`src/hw/sds_regs.vh`:
```
// register offsets, field positions, reset values and timing counts for sleep and status
`ifndef SDS_REGS_VH
`define SDS_REGS_VH
// ----------------------------------------
// register byte offsets
// ----------------------------------------
`define SDS_OFF_SLEEP_CONTROL 8'h24
`define SDS_OFF_DIAG_FLAGS 8'h26
`define SDS_OFF_LOT_CODE_1 8'h32
`define SDS_OFF_LOT_CODE_2 8'h34
`define SDS_OFF_LOT_CODE_3 8'h36
`define SDS_OFF_PART_CODE 8'h38
`define SDS_OFF_UNIT_NUMBER 8'h3A
// ----------------------------------------
// field values and positions
// ----------------------------------------
`define SDS_SLEEP_FOREVER 8'hFF
`define SDS_BIT_FLASH_FAIL 1
`define SDS_BIT_SPI_FAIL 3
`define SDS_BIT_OVER_RANGE 4
`define SDS_BIT_SELF_TEST 5
`define SDS_BIT_CHECKSUM 6
`define SDS_BIT_ALARM1 8
`define SDS_BIT_ALARM2 9
`define SDS_DIAG_RESET 16'h0000
`define SDS_SERIAL_MASK 16'h3FFF
`define SDS_SPI_WORD_BITS 16
// ----------------------------------------
// timing
// ----------------------------------------
`define SDS_CLK_HZ 50000000
`define SDS_SLEEP_LSB_MS 500
`define SDS_SLEEP_LSB_CYCLES ((`SDS_CLK_HZ / 1000) * `SDS_SLEEP_LSB_MS)
`endif

```
`src/hw/sds_top.v`:
```
// sleep control and diagnostic status register bank with its serial frame checker
// ----------------------------------------
// Functional notes
// - all ones in low byte sleeps forever
// - chip select fall or reset pulse wakes
// - other value sleeps value times half second
// - flag reads one while condition exists
// - status read returns flags then clears them
// - persisting fault sets flag after next sample
// - bit three flags bit counts not sixteen-multiple
// - two alarm flags, one per alarm
// - checksum mismatch flag
// - self-test failure flag
// - rate over-range flag
// - flash update failure flag
// - status reads zero after reset
// - fixed read-only part code
// - three read-only lot code words
// - serial number fourteen bits, top two zero
// - checksum result at status bit six
// - self-test result at status bit five
// ----------------------------------------
`timescale 1ns/1ps
`include "sds_regs.vh"
module sds_top #(
  parameter [15:0] PART_CODE = 16'h1234, // arbitrary neutral value
  parameter [15:0] LOT_CODE_1 = 16'h0001, // arbitrary lot value
  parameter [15:0] LOT_CODE_2 = 16'h0002, // arbitrary lot value
  parameter [15:0] LOT_CODE_3 = 16'h0003, // arbitrary lot value
  parameter [15:0] UNIT_NUMBER = 16'h0001, // arbitrary, 1 to 9999
  parameter LSB_CYCLES = `SDS_SLEEP_LSB_CYCLES
) (
  input wire clock,
  input wire reset_n,
  input wire cs_n,
  input wire sclk,
  input wire reg_wr,
  input wire reg_rd,
  input wire [7:0] reg_addr,
  input wire [15:0] reg_wdata,
  input wire sample_done,
  input wire alarm1_active,
  input wire alarm2_active,
  input wire checksum_done,
  input wire checksum_bad,
  input wire self_test_done,
  input wire self_test_bad,
  input wire over_range,
  input wire flash_done,
  input wire flash_bad,
  output reg [15:0] reg_rdata,
  output reg reg_rvalid,
  output reg asleep,
  output reg sleep_timed,
  output reg wake_pulse
);
  // ----------------------------------------
  // pin synchronisers
  // ----------------------------------------
  wire cs_n_s; // chip select, synchronised
  wire sclk_s; // serial clock, synchronised

  sds_sync #(.RESET_VALUE(1'b1)) u_sync_cs (
    .clock(clock),
    .reset_n(reset_n),
    .async_in(cs_n),
    .sync_out(cs_n_s)
  );

  sds_sync #(.RESET_VALUE(1'b0)) u_sync_sclk (
    .clock(clock),
    .reset_n(reset_n),
    .async_in(sclk),
    .sync_out(sclk_s)
  );

  reg cs_n_q; // previous chip select level
  reg sclk_q; // previous serial clock level
  reg [3:0] edge_cnt_q; // rising edges modulo sixteen
  reg in_frame_q; // chip select is low
  reg spi_err_q; // pending frame error event

  wire cs_fall = cs_n_q & ~cs_n_s; // frame starts
  wire cs_rise = ~cs_n_q & cs_n_s; // frame ends
  wire sclk_rise = ~sclk_q & sclk_s; // one bit clocked

  // ----------------------------------------
  // frame bit counter
  // ----------------------------------------
  // only the low four bits matter, a full count is not needed
  always @(posedge clock or negedge reset_n) begin
    if (!reset_n) begin
      cs_n_q <= 1'b1;
      sclk_q <= 1'b0;
      edge_cnt_q <= 4'h0;
      in_frame_q <= 1'b0;
      spi_err_q <= 1'b0;
    end else begin
      cs_n_q <= cs_n_s;
      sclk_q <= sclk_s;
      spi_err_q <= 1'b0;
      if (cs_fall) begin
        in_frame_q <= 1'b1;
        edge_cnt_q <= 4'h0;
      end else if (cs_rise) begin
        in_frame_q <= 1'b0;
        // a remainder means the frame was not whole words
        spi_err_q <= (edge_cnt_q != 4'h0);
      end else if (in_frame_q && sclk_rise) begin
        edge_cnt_q <= edge_cnt_q + 4'h1;
      end
    end
  end

  // ----------------------------------------
  // sleep control register and timer
  // ----------------------------------------
  reg [15:0] sleep_control_q; // stored sleep control word
  wire sleep_wr = reg_wr && (reg_addr == `SDS_OFF_SLEEP_CONTROL);
  wire wake_event = cs_fall;
  wire asleep_w;
  wire timed_w;
  wire wake_w;

  // write of the control word arms the timer
  always @(posedge clock or negedge reset_n) begin
    if (!reset_n) begin
      sleep_control_q <= 16'h0000;
    end else if (sleep_wr) begin
      sleep_control_q <= {8'h00, reg_wdata[7:0]};
    end
  end

  // reset_n low already returns everything awake, so a reset pulse wakes too
  sds_sleep_timer #(.LSB_CYCLES(LSB_CYCLES)) u_timer (
    .clock(clock),
    .reset_n(reset_n),
    .start(sleep_wr),
    .sleep_value(reg_wdata[7:0]),
    .wake(wake_event),
    .asleep_q(asleep_w),
    .timed_q(timed_w),
    .wake_pulse_q(wake_w)
  );

  // ----------------------------------------
  // diagnostic flags
  // ----------------------------------------
  reg [15:0] diag_q; // sticky error flags
  reg [15:0] diag_d;
  wire diag_rd = reg_rd && (reg_addr == `SDS_OFF_DIAG_FLAGS);

  // set beats clear: an event in the read cycle survives the clear
  always @* begin
    diag_d = diag_q;
    if (diag_rd) begin
      diag_d = `SDS_DIAG_RESET;
    end
    // levels re-assert at each completed sample while still present
    if (sample_done) begin
      if (alarm1_active) diag_d[`SDS_BIT_ALARM1] = 1'b1;
      if (alarm2_active) diag_d[`SDS_BIT_ALARM2] = 1'b1;
      if (over_range) diag_d[`SDS_BIT_OVER_RANGE] = 1'b1;
      if (checksum_bad) diag_d[`SDS_BIT_CHECKSUM] = 1'b1;
      if (self_test_bad) diag_d[`SDS_BIT_SELF_TEST] = 1'b1;
    end
    // checksum and self-test results land when the test ends, pass clears, fail sets; flash fail only sets
    if (checksum_done) diag_d[`SDS_BIT_CHECKSUM] = checksum_bad;
    if (self_test_done) diag_d[`SDS_BIT_SELF_TEST] = self_test_bad;
    if (flash_done && flash_bad) diag_d[`SDS_BIT_FLASH_FAIL] = 1'b1;
    if (spi_err_q) diag_d[`SDS_BIT_SPI_FAIL] = 1'b1;
  end

  // flags are one only while reporting a fault
  always @(posedge clock or negedge reset_n) begin
    if (!reset_n) begin
      diag_q <= `SDS_DIAG_RESET;
    end else begin
      diag_q <= diag_d;
    end
  end

  // ----------------------------------------
  // read data mux
  // ----------------------------------------
  reg [15:0] rdata_d;

  // unmapped addresses answer zero
  always @* begin
    rdata_d = 16'h0000;
    case (reg_addr)
      `SDS_OFF_DIAG_FLAGS: rdata_d = diag_q;
      `SDS_OFF_LOT_CODE_1: rdata_d = LOT_CODE_1;
      `SDS_OFF_LOT_CODE_2: rdata_d = LOT_CODE_2;
      `SDS_OFF_LOT_CODE_3: rdata_d = LOT_CODE_3;
      `SDS_OFF_PART_CODE: rdata_d = PART_CODE;
      `SDS_OFF_UNIT_NUMBER: rdata_d = UNIT_NUMBER & `SDS_SERIAL_MASK;
      `SDS_OFF_SLEEP_CONTROL: rdata_d = sleep_control_q;
      default: rdata_d = 16'h0000;
    endcase
  end

  // ----------------------------------------
  // registered outputs
  // ----------------------------------------
  always @(posedge clock or negedge reset_n) begin
    if (!reset_n) begin
      reg_rdata <= 16'h0000;
      reg_rvalid <= 1'b0;
      asleep <= 1'b0;
      sleep_timed <= 1'b0;
      wake_pulse <= 1'b0;
    end else begin
      reg_rvalid <= reg_rd;
      if (reg_rd) begin
        reg_rdata <= rdata_d;
      end
      asleep <= asleep_w;
      sleep_timed <= timed_w;
      wake_pulse <= wake_w;
    end
  end
endmodule // sds_top

```
`src/hw/sds_sync.v`:
```
// two flip-flop synchroniser for one level from outside the clock domain
`timescale 1ns/1ps
module sds_sync #(
  parameter RESET_VALUE = 1'b0
) (
  input wire clock,
  input wire reset_n,
  input wire async_in,
  output reg sync_out
);
  reg meta_q; // first stage, read only by second stage

  // the first stage may go metastable; only sync_out leaves this module
  always @(posedge clock or negedge reset_n) begin
    if (!reset_n) begin
      meta_q <= RESET_VALUE;
      sync_out <= RESET_VALUE;
    end else begin
      meta_q <= async_in;
      sync_out <= meta_q;
    end
  end
endmodule // sds_sync

```
`src/hw/sds_sleep_timer.v`:
```
// sleep state and half-second interval timer
`timescale 1ns/1ps
`include "sds_regs.vh"
module sds_sleep_timer #(
  parameter LSB_CYCLES = `SDS_SLEEP_LSB_CYCLES
) (
  input wire clock,
  input wire reset_n,
  input wire start,
  input wire [7:0] sleep_value,
  input wire wake,
  output reg asleep_q,
  output reg timed_q,
  output reg wake_pulse_q
);
  reg [31:0] tick_q; // cycles inside current half second
  reg [7:0] units_q; // half seconds still to sleep

  // ----------------------------------------
  // sleep state machine
  // ----------------------------------------
  // a start in the same cycle as a wake is taken, since the write is newer
  always @(posedge clock or negedge reset_n) begin
    if (!reset_n) begin
      asleep_q <= 1'b0;
      timed_q <= 1'b0;
      wake_pulse_q <= 1'b0;
      tick_q <= 32'h0000_0000;
      units_q <= 8'h00;
    end else begin
      wake_pulse_q <= 1'b0;
      if (start) begin
        // forever for all ones, otherwise count half seconds
        asleep_q <= 1'b1;
        timed_q <= (sleep_value != `SDS_SLEEP_FOREVER);
        units_q <= sleep_value;
        tick_q <= 32'h0000_0000;
      end else if (asleep_q && wake) begin
        // chip select or reset line ends any sleep
        asleep_q <= 1'b0;
        timed_q <= 1'b0;
        wake_pulse_q <= 1'b1;
      end else if (asleep_q && timed_q) begin
        if (units_q == 8'h00) begin
          // interval over: resume without host action; zero sleeps no time
          asleep_q <= 1'b0;
          timed_q <= 1'b0;
          wake_pulse_q <= 1'b1;
        end else if (tick_q == LSB_CYCLES - 1) begin
          tick_q <= 32'h0000_0000;
          units_q <= units_q - 8'h01;
        end else begin
          tick_q <= tick_q + 32'h0000_0001;
        end
      end
    end
  end
endmodule // sds_sleep_timer

```
`config.mk`:
```
export PLATFORM = sky130hd
export DESIGN_NAME = sds_top
export DESIGN_NICKNAME = d
export VERILOG_FILES = /design/src/hw/sds_top.v /design/src/hw/sds_sync.v /design/src/hw/sds_sleep_timer.v
export VERILOG_INCLUDE_DIRS = /design/src /design/src/hw
export SDC_FILE = /design/constraint.sdc
export NUM_CORES = 1
export LEC_CHECK = 0
export ABC_AREA = 1
export BUFFER_PORTS_ARGS = -buffer_cell sky130_fd_sc_hd__buf_4
export CAP_MARGIN = 20
export CORE_UTILIZATION = 40
export CTS_CLUSTER_SIZE = 30
export DETAILED_ROUTE_END_ITERATION = 8
export PLACE_DENSITY = 0.67
export SETUP_SLACK_MARGIN = 0.1
export SKIP_CTS_REPAIR_TIMING = 1
export SYNTH_ARGS = -nofsm -noshare
export SYNTH_HDL_FRONTEND = slang
export SYNTH_SLANG_ARGS = --single-unit
```
`constraint.sdc`:
```
create_clock -name clock -period 4.82 [get_ports clock]
set_input_delay 0.241 -clock clock [delete_from_list [all_inputs] [get_ports clock]]
set_output_delay 0.241 -clock clock [all_outputs]
set_load 0.01 [all_outputs]
```
==> results of run 1 <==
per-stage QoR:
step                      std cells  utilization
after CTS                       874        0.477
final                           877        0.480
after global routing            877        0.480
after floorplan                 685            -
after global placement          858        0.452
after detailed placement        858        0.452
layout by cell type (no fill, tap or decap), drive strengths merged:
cell,count
a21oi,4
a22o,2
a31o,1
a31oi,1
and3,1
buf,48
clkbuf,10
clkinv,1
conb,5
dfrtp,82
dfstp,3
dlygate4sd3,3
ha,8
inv,97
nand2,257
nand3,36
nand4,27
nor2,98
nor3,1
o211ai,2
o21a,1
o21ai,33
o21bai,1
o22ai,2
o31ai,3
xnor2,1
xor2,6
critical path: stages (launching register included):
cell	delay, ns
dfstp_2	0.56
inv_1	0.05
ha_1	0.22
inv_1	0.20
and3_1	0.25
o21ai_4	0.09
nand2_2	0.51
inv_1	0.42
nor2_1	0.24
nand2_1	0.07
nand2_1	0.06
cell families after synthesis:
| group | share of synthesized area |
|---|---|
| buffers and inverters | 0.0975 |
| flip-flops | 0.444 |
| XOR/XNOR | 0.0128 |
| other | 0.000781 |
| adder cells (fa/ha/maj) | 0.0209 |
| AND/OR/NAND/NOR | 0.361 |
| AO/OA/AOI/OAI | 0.0636 |
layout make-up:
| cell class | instances | area, um2 | area share |
|---|---|---|---|
| clock buffers | 10 | 239 | 0.0430 |
| clock inverters | 6 | 51.3 | 0.00924 |
| inverters | 92 | 345 | 0.0622 |
| repair buffers | 51 | 390 | 0.0703 |
| multi-input cells | 490 | 2220 | 0.399 |
| well taps | 143 | 179 | 0.0322 |
| flip-flops and latches | 85 | 2130 | 0.384 |
power by group:
group | switching (mW) | total, mW | internal (mW) | leakage (nW)
registers | 0.0193 | 0.761 | 0.742 | 1.09
clock network | 0.305 | 0.678 | 0.373 | 0.146
logic | 0.0630 | 0.108 | 0.0448 | 1.69
flip-flops by register name, indices dropped and copies added (netlist names), 4 cells and up:
name,count
sleep_control_q,8
u_timer.tick_q,32
edge_cnt_q,4
u_timer.units_q,8
reg_rdata,11
diag_q,7
path summary, 6_finish.rpt:
check                                                 end  depth (start not counted)
max                         u_timer.tick_q[0]$_DFFE_PN0P_                         10
max in group asynchronous                sclk_q$_DFF_PN0_                          3
min reg2reg                u_sync_sclk.sync_out$_DFF_PN0_                          0
min in group asynchronous   u_timer.tick_q[3]$_DFFE_PN0P_                          2
max reg2reg                 u_timer.tick_q[0]$_DFFE_PN0P_                         10
min                                   diag_q[5]$_DFF_PN0_                          2
routing by layer:
| layer | track usage | routed length (um) | part of all wire |
|---|---|---|---|
| met1 | 0.248 | 5190 | 0.47 |
| met2 | 0.322 | 5280 | 0.48 |
| met3 | 0.0441 | 504 | 0.046 |
| met4 | 0.0477 | 99 | 0.0089 |
| met5 | 0 | 0 | 0 |
==> metrics.txt, run 1 <==
YS warnings=0; CTS tree=yes; Via-to-Cell Ratio=just under 5; fillers=around 1,100; Post-DRT Antenna Nets=0; Rel. slew slack=0.429; register area share after synthesis=0.444; H-Tree Depth=3; Fmax=365 MHz; synthesized instance count=slightly below 700; GP Congestion=between 0.9 and 1; Primary FF master, synth=dfrtp_1; Fin Hold WS=0.0774 ns; post-synth top area share=0.428; full die area=about 0.012 mm2; Tot Pwr=1.55 mW; dpl hpwl=between 8000 and 9000 um; period utilization=0.568; top cells by count, synth=253 x nand2_1, 94 x nor2_1, 91 x inv_1; count leader, synth=nand2_1; DR iter-0 viols=about 280; Hold Crit Start=self_test_done; overflow left after global routing=0; GRT Total Usage=0.191; Power Dens Cells=~280 mW/mm2; placed cell area=about 0.0052 mm2; Clk Tree Root Cell=clkbuf_16; Core Region=around 0.012 mm2; Seq cells post-synth=between 80 and 90; clock-pin slew on the worst setup and hold paths=around 0.070 ns; run status=complete, but fails checks; first-pass GRT wire length=around 19,000 um; worst slew pin tran=approximately 0.86 ns; P&R area growth vs syn=15.7%; fin area=roughly 0.0056 mm2; Syn Area/Cell=7.05 um2; max cap viols=0; I/O pin cnt=60; clk sinks=85; chip height=between 100 and 150 um; 1st-pass router iterations=8; setup slack after placement=about 2.1 ns; Leak=2.93 nW; critical path required time=~5.1 ns; Worst Setup SP=u_sync_cs.sync_out$_DFF_PN1_; maximum clock insertion buffer count=2; largest net degree at the start of global routing=70; RSZ-0062 raised after global routing=false; Setup Crit Path Kind=register to register; Hold Vio Cnt, Final=0; clk_lat worst skew=about 0.34 ns; DR WL/cell=about 13 um; final setup violation count=0; setup TNS=0 ns; post-synth top area cell=dfrtp_1; Die Span X=roughly 110 um; max-slew violation count=0; top cells by area, synth=dfrtp_1 43%, nand2_1 20%, nor2_1 7.4%; failing checks=DRC; TritonCTS buffer count=9; Rows=39; DRC Markers=6; min Tclk post-route=2.74 ns; Worst Skew=between 0.006 and 0.007 ns; setup ws final=~2.1 ns; nets=around 780; FF-to-FF Start=u_sync_cs.sync_out$_DFF_PN1_; antenna cells=0; CP Capture Type=register; antenna violations before repair=0; R2R setup slack=2.08 ns; # port buffers=between 40 and 50; Mapped Area=between 0.004 and 0.005 mm2; Initial Utilization=0.415; Netlist cell types=34; fraction of layout cells with a size suffix above 1=0.109; maximum vdd drop=0.240 mV; min-delay worst type=input port to register; vias in the first global route=just over 4,000; Post-synth EDFFs=0; final wirelength=11,100 um; critical path launch point type=register; Crit Path Max Fanout=38; asr flop ratio synth=1.00; routed vias=between 4,000 and 5,000; CP arrival=just over 3 ns
No activity file was read; power rests on OpenSTA's default activity.
==> run 2: changes to the inputs <==
==> constraint.sdc (replaced) <==
create_clock -name clock -period 2.6 [get_ports clock]
set_input_delay 0.13 -clock clock [delete_from_list [all_inputs] [get_ports clock]]
set_output_delay 0.13 -clock clock [all_outputs]
set_load 0.01 [all_outputs]
==> run 2 against run 1 <==
The run ends with DRC, hold timing left. Highest routed layer unchanged. Sequential power rose by 85%. Via count rose by 0.60%. Global-route usage rose by 0.097 points. Combinational power rose by 94%.
==> metrics.txt, run 2 (synthesis gave the netlist of run 1 again) <==
final setup violation count=0 (unchanged); Reg with most FFs=u_timer.tick_q; period utilization=0.857 (+0.289); Rows=39 (unchanged); largest net degree at the start of global routing=51 (-27%); commonest non-fill, non-tap cell in the layout=nand2_1; max-slew violation count=0 (unchanged); GP Congestion=0.917 (+0.45%); clock-pin slew on the worst setup and hold paths=0.06 ns (about the same); worst slew pin tran=0.690 ns (-0.166 ns); # port buffers=46 (unchanged); nets=783 (+0.77%); Rel. slew slack=0.540 (+0.111); dpl hpwl=8230 um (+2.1%); max cap viols=0 (unchanged); chip height=112 um (unchanged); RSZ-0062 raised after global routing=false; maximum vdd drop=0.478 mV (+99%); DR WL/cell=12.8 um (+1.5%); overflow left after global routing=0 (unchanged); Hold Vio Cnt, Final=1 (+1); CP Capture Type=register; fin area=0.00566 mm2 (+2.0%); setup TNS=0 ns (unchanged); clk_lat worst skew=0.35 ns (about the same); fraction of layout cells with a size suffix above 1=0.110 (+0.000616); I/O pin cnt=60 (unchanged); Hold Crit Depth=3 (+1); critical path launch point type=register; failing checks=DRC, hold timing; maximum clock insertion buffer count=2 (unchanged); min Tclk post-route=2.23 ns (-0.511 ns); Crit Path Max Fanout=13 (-66%); TritonCTS buffer count=9 (unchanged); GRT Total Usage=0.192 (+0.000968); routed vias=4,382 (+0.60%); Fin Hold WS=-0.00130 ns (-0.0787 ns); DRC Markers=6 (unchanged); antenna violations before repair=0 (unchanged); setup slack after placement=0.383 ns (-1.72 ns); min-delay worst type=input port to register; Largest register FFs=32 (unchanged); Worst Skew=0.00933 ns (+0.00292 ns); fillers=1,111 (-2.2%); Initial Utilization=0.415 (unchanged); P&R area growth vs syn=18.0%; vias in the first global route=4,108 (-0.72%); CTS tree=yes; Core Region=0.0116 mm2 (unchanged); run status=complete, but fails checks; most frequent cells in the layout=253 x nand2_1, 94 x nor2_1, 91 x inv_1; DR iter-0 viols=272 (-2.5%); Clk Tree Root Cell=clkbuf_16; Leak=2.98 nW (+1.6%); Via-to-Cell Ratio=4.97 (about the same); H-Tree Depth=3 (unchanged); 1st-pass router iterations=7 (-1); worst r2r path cells=10 (unchanged); Power Dens Cells=536 mW/mm2 (+92%); antenna cells=0 (unchanged); clk sinks=85 (unchanged); Post-DRT Antenna Nets=0 (unchanged); Setup Crit Path Kind=register to register; critical path required time=2.88 ns (-2.22 ns); full die area=0.0124 mm2 (unchanged); final wirelength=11,300 um (+2.0%); CP arrival=2.51 ns (-0.51 ns); largest registers=u_timer.tick_q x32, reg_rdata x11; Die Span X=112 um (unchanged); first-pass GRT wire length=19,000 um (-1.2%); Fmax=449 MHz (+23%); placed cell area=0.00528 mm2 (+0.91%); setup ws final=0.371 ns (-1.71 ns)
## run 2: changes by cell type in the layout (fill, tap and decap cells not counted), sizes merged
cell | previous run | this run
dlygate4sd3 | 3 | 6
clkbuf | 10 | 12
bufinv | 0 | 2
buf | 48 | 51
inv | 97 | 92
## run 2: final timing paths
kind | slack [ns] | endpoint | from
max | 0.37 | u_timer.tick_q[0]$_DFFE_PN0P_ | u_sync_cs.sync_out$_DFF_PN1_
min | -0.001 | diag_q[8]$_DFF_PN0_ | alarm1_active
max reg2reg | 0.37 | u_timer.tick_q[0]$_DFFE_PN0P_ | u_sync_cs.sync_out$_DFF_PN1_
min reg2reg | 0.35 | wake_pulse$_DFF_PN0_ | u_timer.wake_pulse_q$_DFF_PN0_
max in group asynchronous | 1.57 | u_timer.units_q[0]$_DFFE_PN0P_ | reset_n
min in group asynchronous | 0.35 | u_timer.tick_q[10]$_DFFE_PN0P_ | reset_n
## run 2: layout make-up
| class | instances | area [um2] | share of cell area |
|---|---|---|---|
| Sequential cell | 85 | 2130 | 0.376 |
| Clock inverter | 3 | 68.8 | 0.0121 |
| Tap cell | 143 | 179 | 0.0316 |
| Inverter | 92 | 345 | 0.0610 |
| Clock buffer | 12 | 256 | 0.0453 |
| Timing Repair Buffer | 57 | 468 | 0.0826 |
| Multi-Input combinational cell | 490 | 2220 | 0.391 |
## run 2: stage by stage
step,hold WS (ns),total power [mW],instances,util
after floorplan,-0.166,1.54,685,-
after global placement,0.221,1.63,861,0.456
after detailed placement,0.227,1.64,861,0.456
after CTS,-0.152,3.06,876,0.485
after global routing,0.0134,3.15,882,0.490
final,-0.00130,3.03,882,0.490
## run 2: report_power, final
group          switching (mW)  total, mW  internal, mW
logic                   0.121      0.209        0.0884
clock network           0.523       1.41         0.890
registers              0.0363       1.41          1.38
## run 2: metal layers
layer | track usage | vias to the layer above | wire length (um)
met5 | 0 | - | 0
li1 | - | 2220 | -
met2 | 0.317 | 114 | 5350
met3 | 0.0370 | 23 | 583
met4 | 0.0811 | 0 | 255
met1 | 0.246 | 2025 | 5110
## run 2: critical path, stage by stage, from the launching register on
cell	delay, ns
dfstp_2	0.56
inv_1	0.05
ha_1	0.22
inv_1	0.19
and3_1	0.24
o21ai_4	0.09
nand2_2	0.20
inv_1	0.28
nor2_1	0.21
nand2_1	0.07
nand2_1	0.06
==> run 3: changes to the inputs <==
==> constraint.sdc (replaced) <==
create_clock -name clock -period 2.1 [get_ports clock]
set_input_delay 0.105 -clock clock [delete_from_list [all_inputs] [get_ports clock]]
set_output_delay 0.105 -clock clock [all_outputs]
set_load 0.01 [all_outputs]
==> run 3 against run 2 <==
The run still ends with DRC, hold timing left. Global-route usage up 0.27 points. Non-clock buffer count up 5. Cell count up 0.68%. Critical path depth unchanged. Largest power group unchanged.
==> metrics.txt, run 3 (synthesis gave the netlist of run 1 again) <==
run status=complete, but fails checks; failing checks=DRC, hold timing; fin area=0.00567 mm2 (+0.13%); Leak=2.98 nW (about the same); Via-to-Cell Ratio=4.96 (-0.11%); dpl hpwl=8290 um (+0.75%); Crit Path Max Fanout=13 (unchanged); sequential power share=0.495 (+0.030); largest net degree at the start of global routing=54 (+5.9%); min Tclk post-route=1.93 ns (-0.301 ns); final setup violation count=0 (unchanged); Power Dens Cells=623 mW/mm2 (+16%); CTS tree=yes; critical path required time=2.39 ns (-0.49 ns); most used cell, CP=inv_1; Combinational Power Share=0.074 (+0.005); fraction of layout cells with a size suffix above 1=0.114 (+0.00449); DRC Markers=6 (unchanged); first-pass GRT wire length=19,400 um (+2.0%); RSZ-0062 raised after global routing=true; placed cell area=0.00529 mm2 (+0.28%); Die Span X=112 um (unchanged); met2 Track Usage GR=0.320 (+0.00292); power share of the clock group=0.431 (-0.035); P&R area growth vs syn=18.2%; most frequent cells in the layout=253 x nand2_1, 93 x nor2_1, 91 x inv_1; antenna cells=0 (unchanged); largest registers=u_timer.tick_q x32, reg_rdata x11; Top Family by Delay on Critical Path=simple AND/OR/NAND/NOR gates; DR iter-0 viols=298 (+9.6%); met1 GRT Util=0.248 (+0.00175); Reg with most FFs=u_timer.tick_q; setup TNS=0 ns (unchanged); period utilization=0.918 (+0.0609); Crit-path slowest cell=dfstp_2; R2R setup slack=0.17 ns (-0.20 ns); busiest grt layer=met2; Fin Hold WS=-0.0285 ns (-0.0272 ns); CP Capture Type=register; cell-internal power=2.66 mW (+13%); maximum vdd drop=0.730 mV (+53%); Post-DRT Antenna Nets=0 (unchanged); Worst Skew=0.00730 ns (-0.00203 ns); DR WL/cell=12.8 um (about the same); Initial Utilization=0.415 (unchanged); Hold Vio Cnt, Final=4 (+3); max-slew violation count=0 (unchanged); Largest register FFs=32 (unchanged); GRT Total Usage=0.194 (+0.00274); min-delay worst type=input port to register; full die area=0.0124 mm2 (unchanged); final wirelength=11,400 um (+0.66%); critical path launch point type=register; met3 GRT Util=0.0544 (+0.0174); Switching Share=0.246 (+0.0223); commonest non-fill, non-tap cell in the layout=nand2_1; overflow left after global routing=0 (unchanged); Fmax=519 MHz (+16%); GP Congestion=0.903 (-1.6%); # port buffers=46 (unchanged); Clk Tree Root Cell=clkbuf_16; routed vias=4,407 (+0.57%); Buf/Inv on CP=3 (unchanged); 1st-pass router iterations=7 (unchanged); max cap viols=0 (unchanged); vias in the first global route=4,236 (+3.1%); clk_lat worst skew=0.35 ns (about the same); Core Region=0.0116 mm2 (unchanged); CP max stage delay=0.56 ns (about the same); sw power=0.871 mW (+28%); antenna violations before repair=0 (unchanged); clk sinks=85 (unchanged); Setup Crit Path Kind=register to register; TritonCTS buffer count=9 (unchanged); maximum clock insertion buffer count=2 (unchanged); clock-pin slew on the worst setup and hold paths=0.06 ns (about the same); CP arrival=2.21 ns (-0.30 ns); nets=788 (+0.64%); H-Tree Depth=3 (unchanged); crit-path cells=inv_1 -> ha_1 -> inv_1 -> and3_1 -> o21ai_4 -> nand2_2 -> inv_1 -> nor2_1 -> nand2_1 -> nand2_1; Rows=39 (unchanged); chip height=112 um (unchanged); I/O pin cnt=60 (unchanged)
## run 3: cell types whose count changed in the layout (fill, tap and decap cells not counted)
cell | before | now
nor2_2 | 3 | 4
clkbuf_8 | 2 | 1
dlygate4sd3_1 | 6 | 9
bufinv_16 | 2 | 0
buf_4 | 49 | 51
nor2_1 | 94 | 93
inv_6 | 0 | 2
clkinvlp_4 | 0 | 1
clkinv_4 | 1 | 2
## run 3: path summary, 6_finish.rpt
check | start | cells after the start | to
setup / recovery | u_sync_cs.sync_out$_DFF_PN1_ | 10 | u_timer.tick_q[0]$_DFFE_PN0P_
hold / removal | alarm1_active | 3 | diag_q[8]$_DFF_PN0_
setup reg to reg | u_sync_cs.sync_out$_DFF_PN1_ | 10 | u_timer.tick_q[0]$_DFFE_PN0P_
hold reg to reg | u_sync_sclk.meta_q$_DFF_PN0_ | 0 | u_sync_sclk.sync_out$_DFF_PN0_
max in group asynchronous | reset_n | 3 | cs_n_q$_DFF_PN1_
min in group asynchronous | reset_n | 2 | u_timer.tick_q[3]$_DFFE_PN0P_
## run 3: worst min-delay path, delay by kind of cell
kind                   cells  cell delay (ns)
buffers and inverters      1             0.07
AOI/OAI and AO/OA          1             0.06
and+or+nand+nor            1             0.04
## run 3: routing by layer
metal	share of wire	wire, um
met5	0	0
met4	0.015	167
met3	0.047	532
met2	0.47	5370
met1	0.47	5300
## run 3: layout make-up
type / count / area [um2]
sequential: 85 / 2130
fill: 1119 / 5890
tap: 143 / 179
timing repair buffer: 62 / 513
clock inverter: 5 / 42.5
multi-input combinational: 490 / 2220
inverter: 92 / 345
clock buffer: 11 / 243
## run 3: power groups by stage
stage / Sequential, mW / Clock (mW) / Combinational, mW
global placement: 1.77 / 0 / 0.240
finish: 1.75 / 1.52 / 0.262
CTS: 1.75 / 1.58 / 0.252
detailed placement: 1.78 / 0 / 0.252
global route: 1.76 / 1.63 / 0.311
floorplan: 1.77 / 0 / 0.133
## run 3: per-stage QoR
| step | cells | setup slack (ns) | hold WS (ns) | total power, mW | utilization |
|---|---|---|---|---|---|
| 2_1_floorplan | 685 | 0.313 | -0.191 | 1.90 | - |
| 3_3_place_gp | 863 | 0.224 | 0.0953 | 2.01 | 0.458 |
| 3_5_place_dp | 863 | 0.163 | 0.0990 | 2.03 | 0.458 |
| 4_1_cts | 879 | 0.142 | -0.281 | 3.58 | 0.482 |
| 5_1_grt | 888 | 0.0200 | 0.00257 | 3.70 | 0.490 |
| 6_report | 888 | 0.172 | -0.0285 | 3.54 | 0.490 |
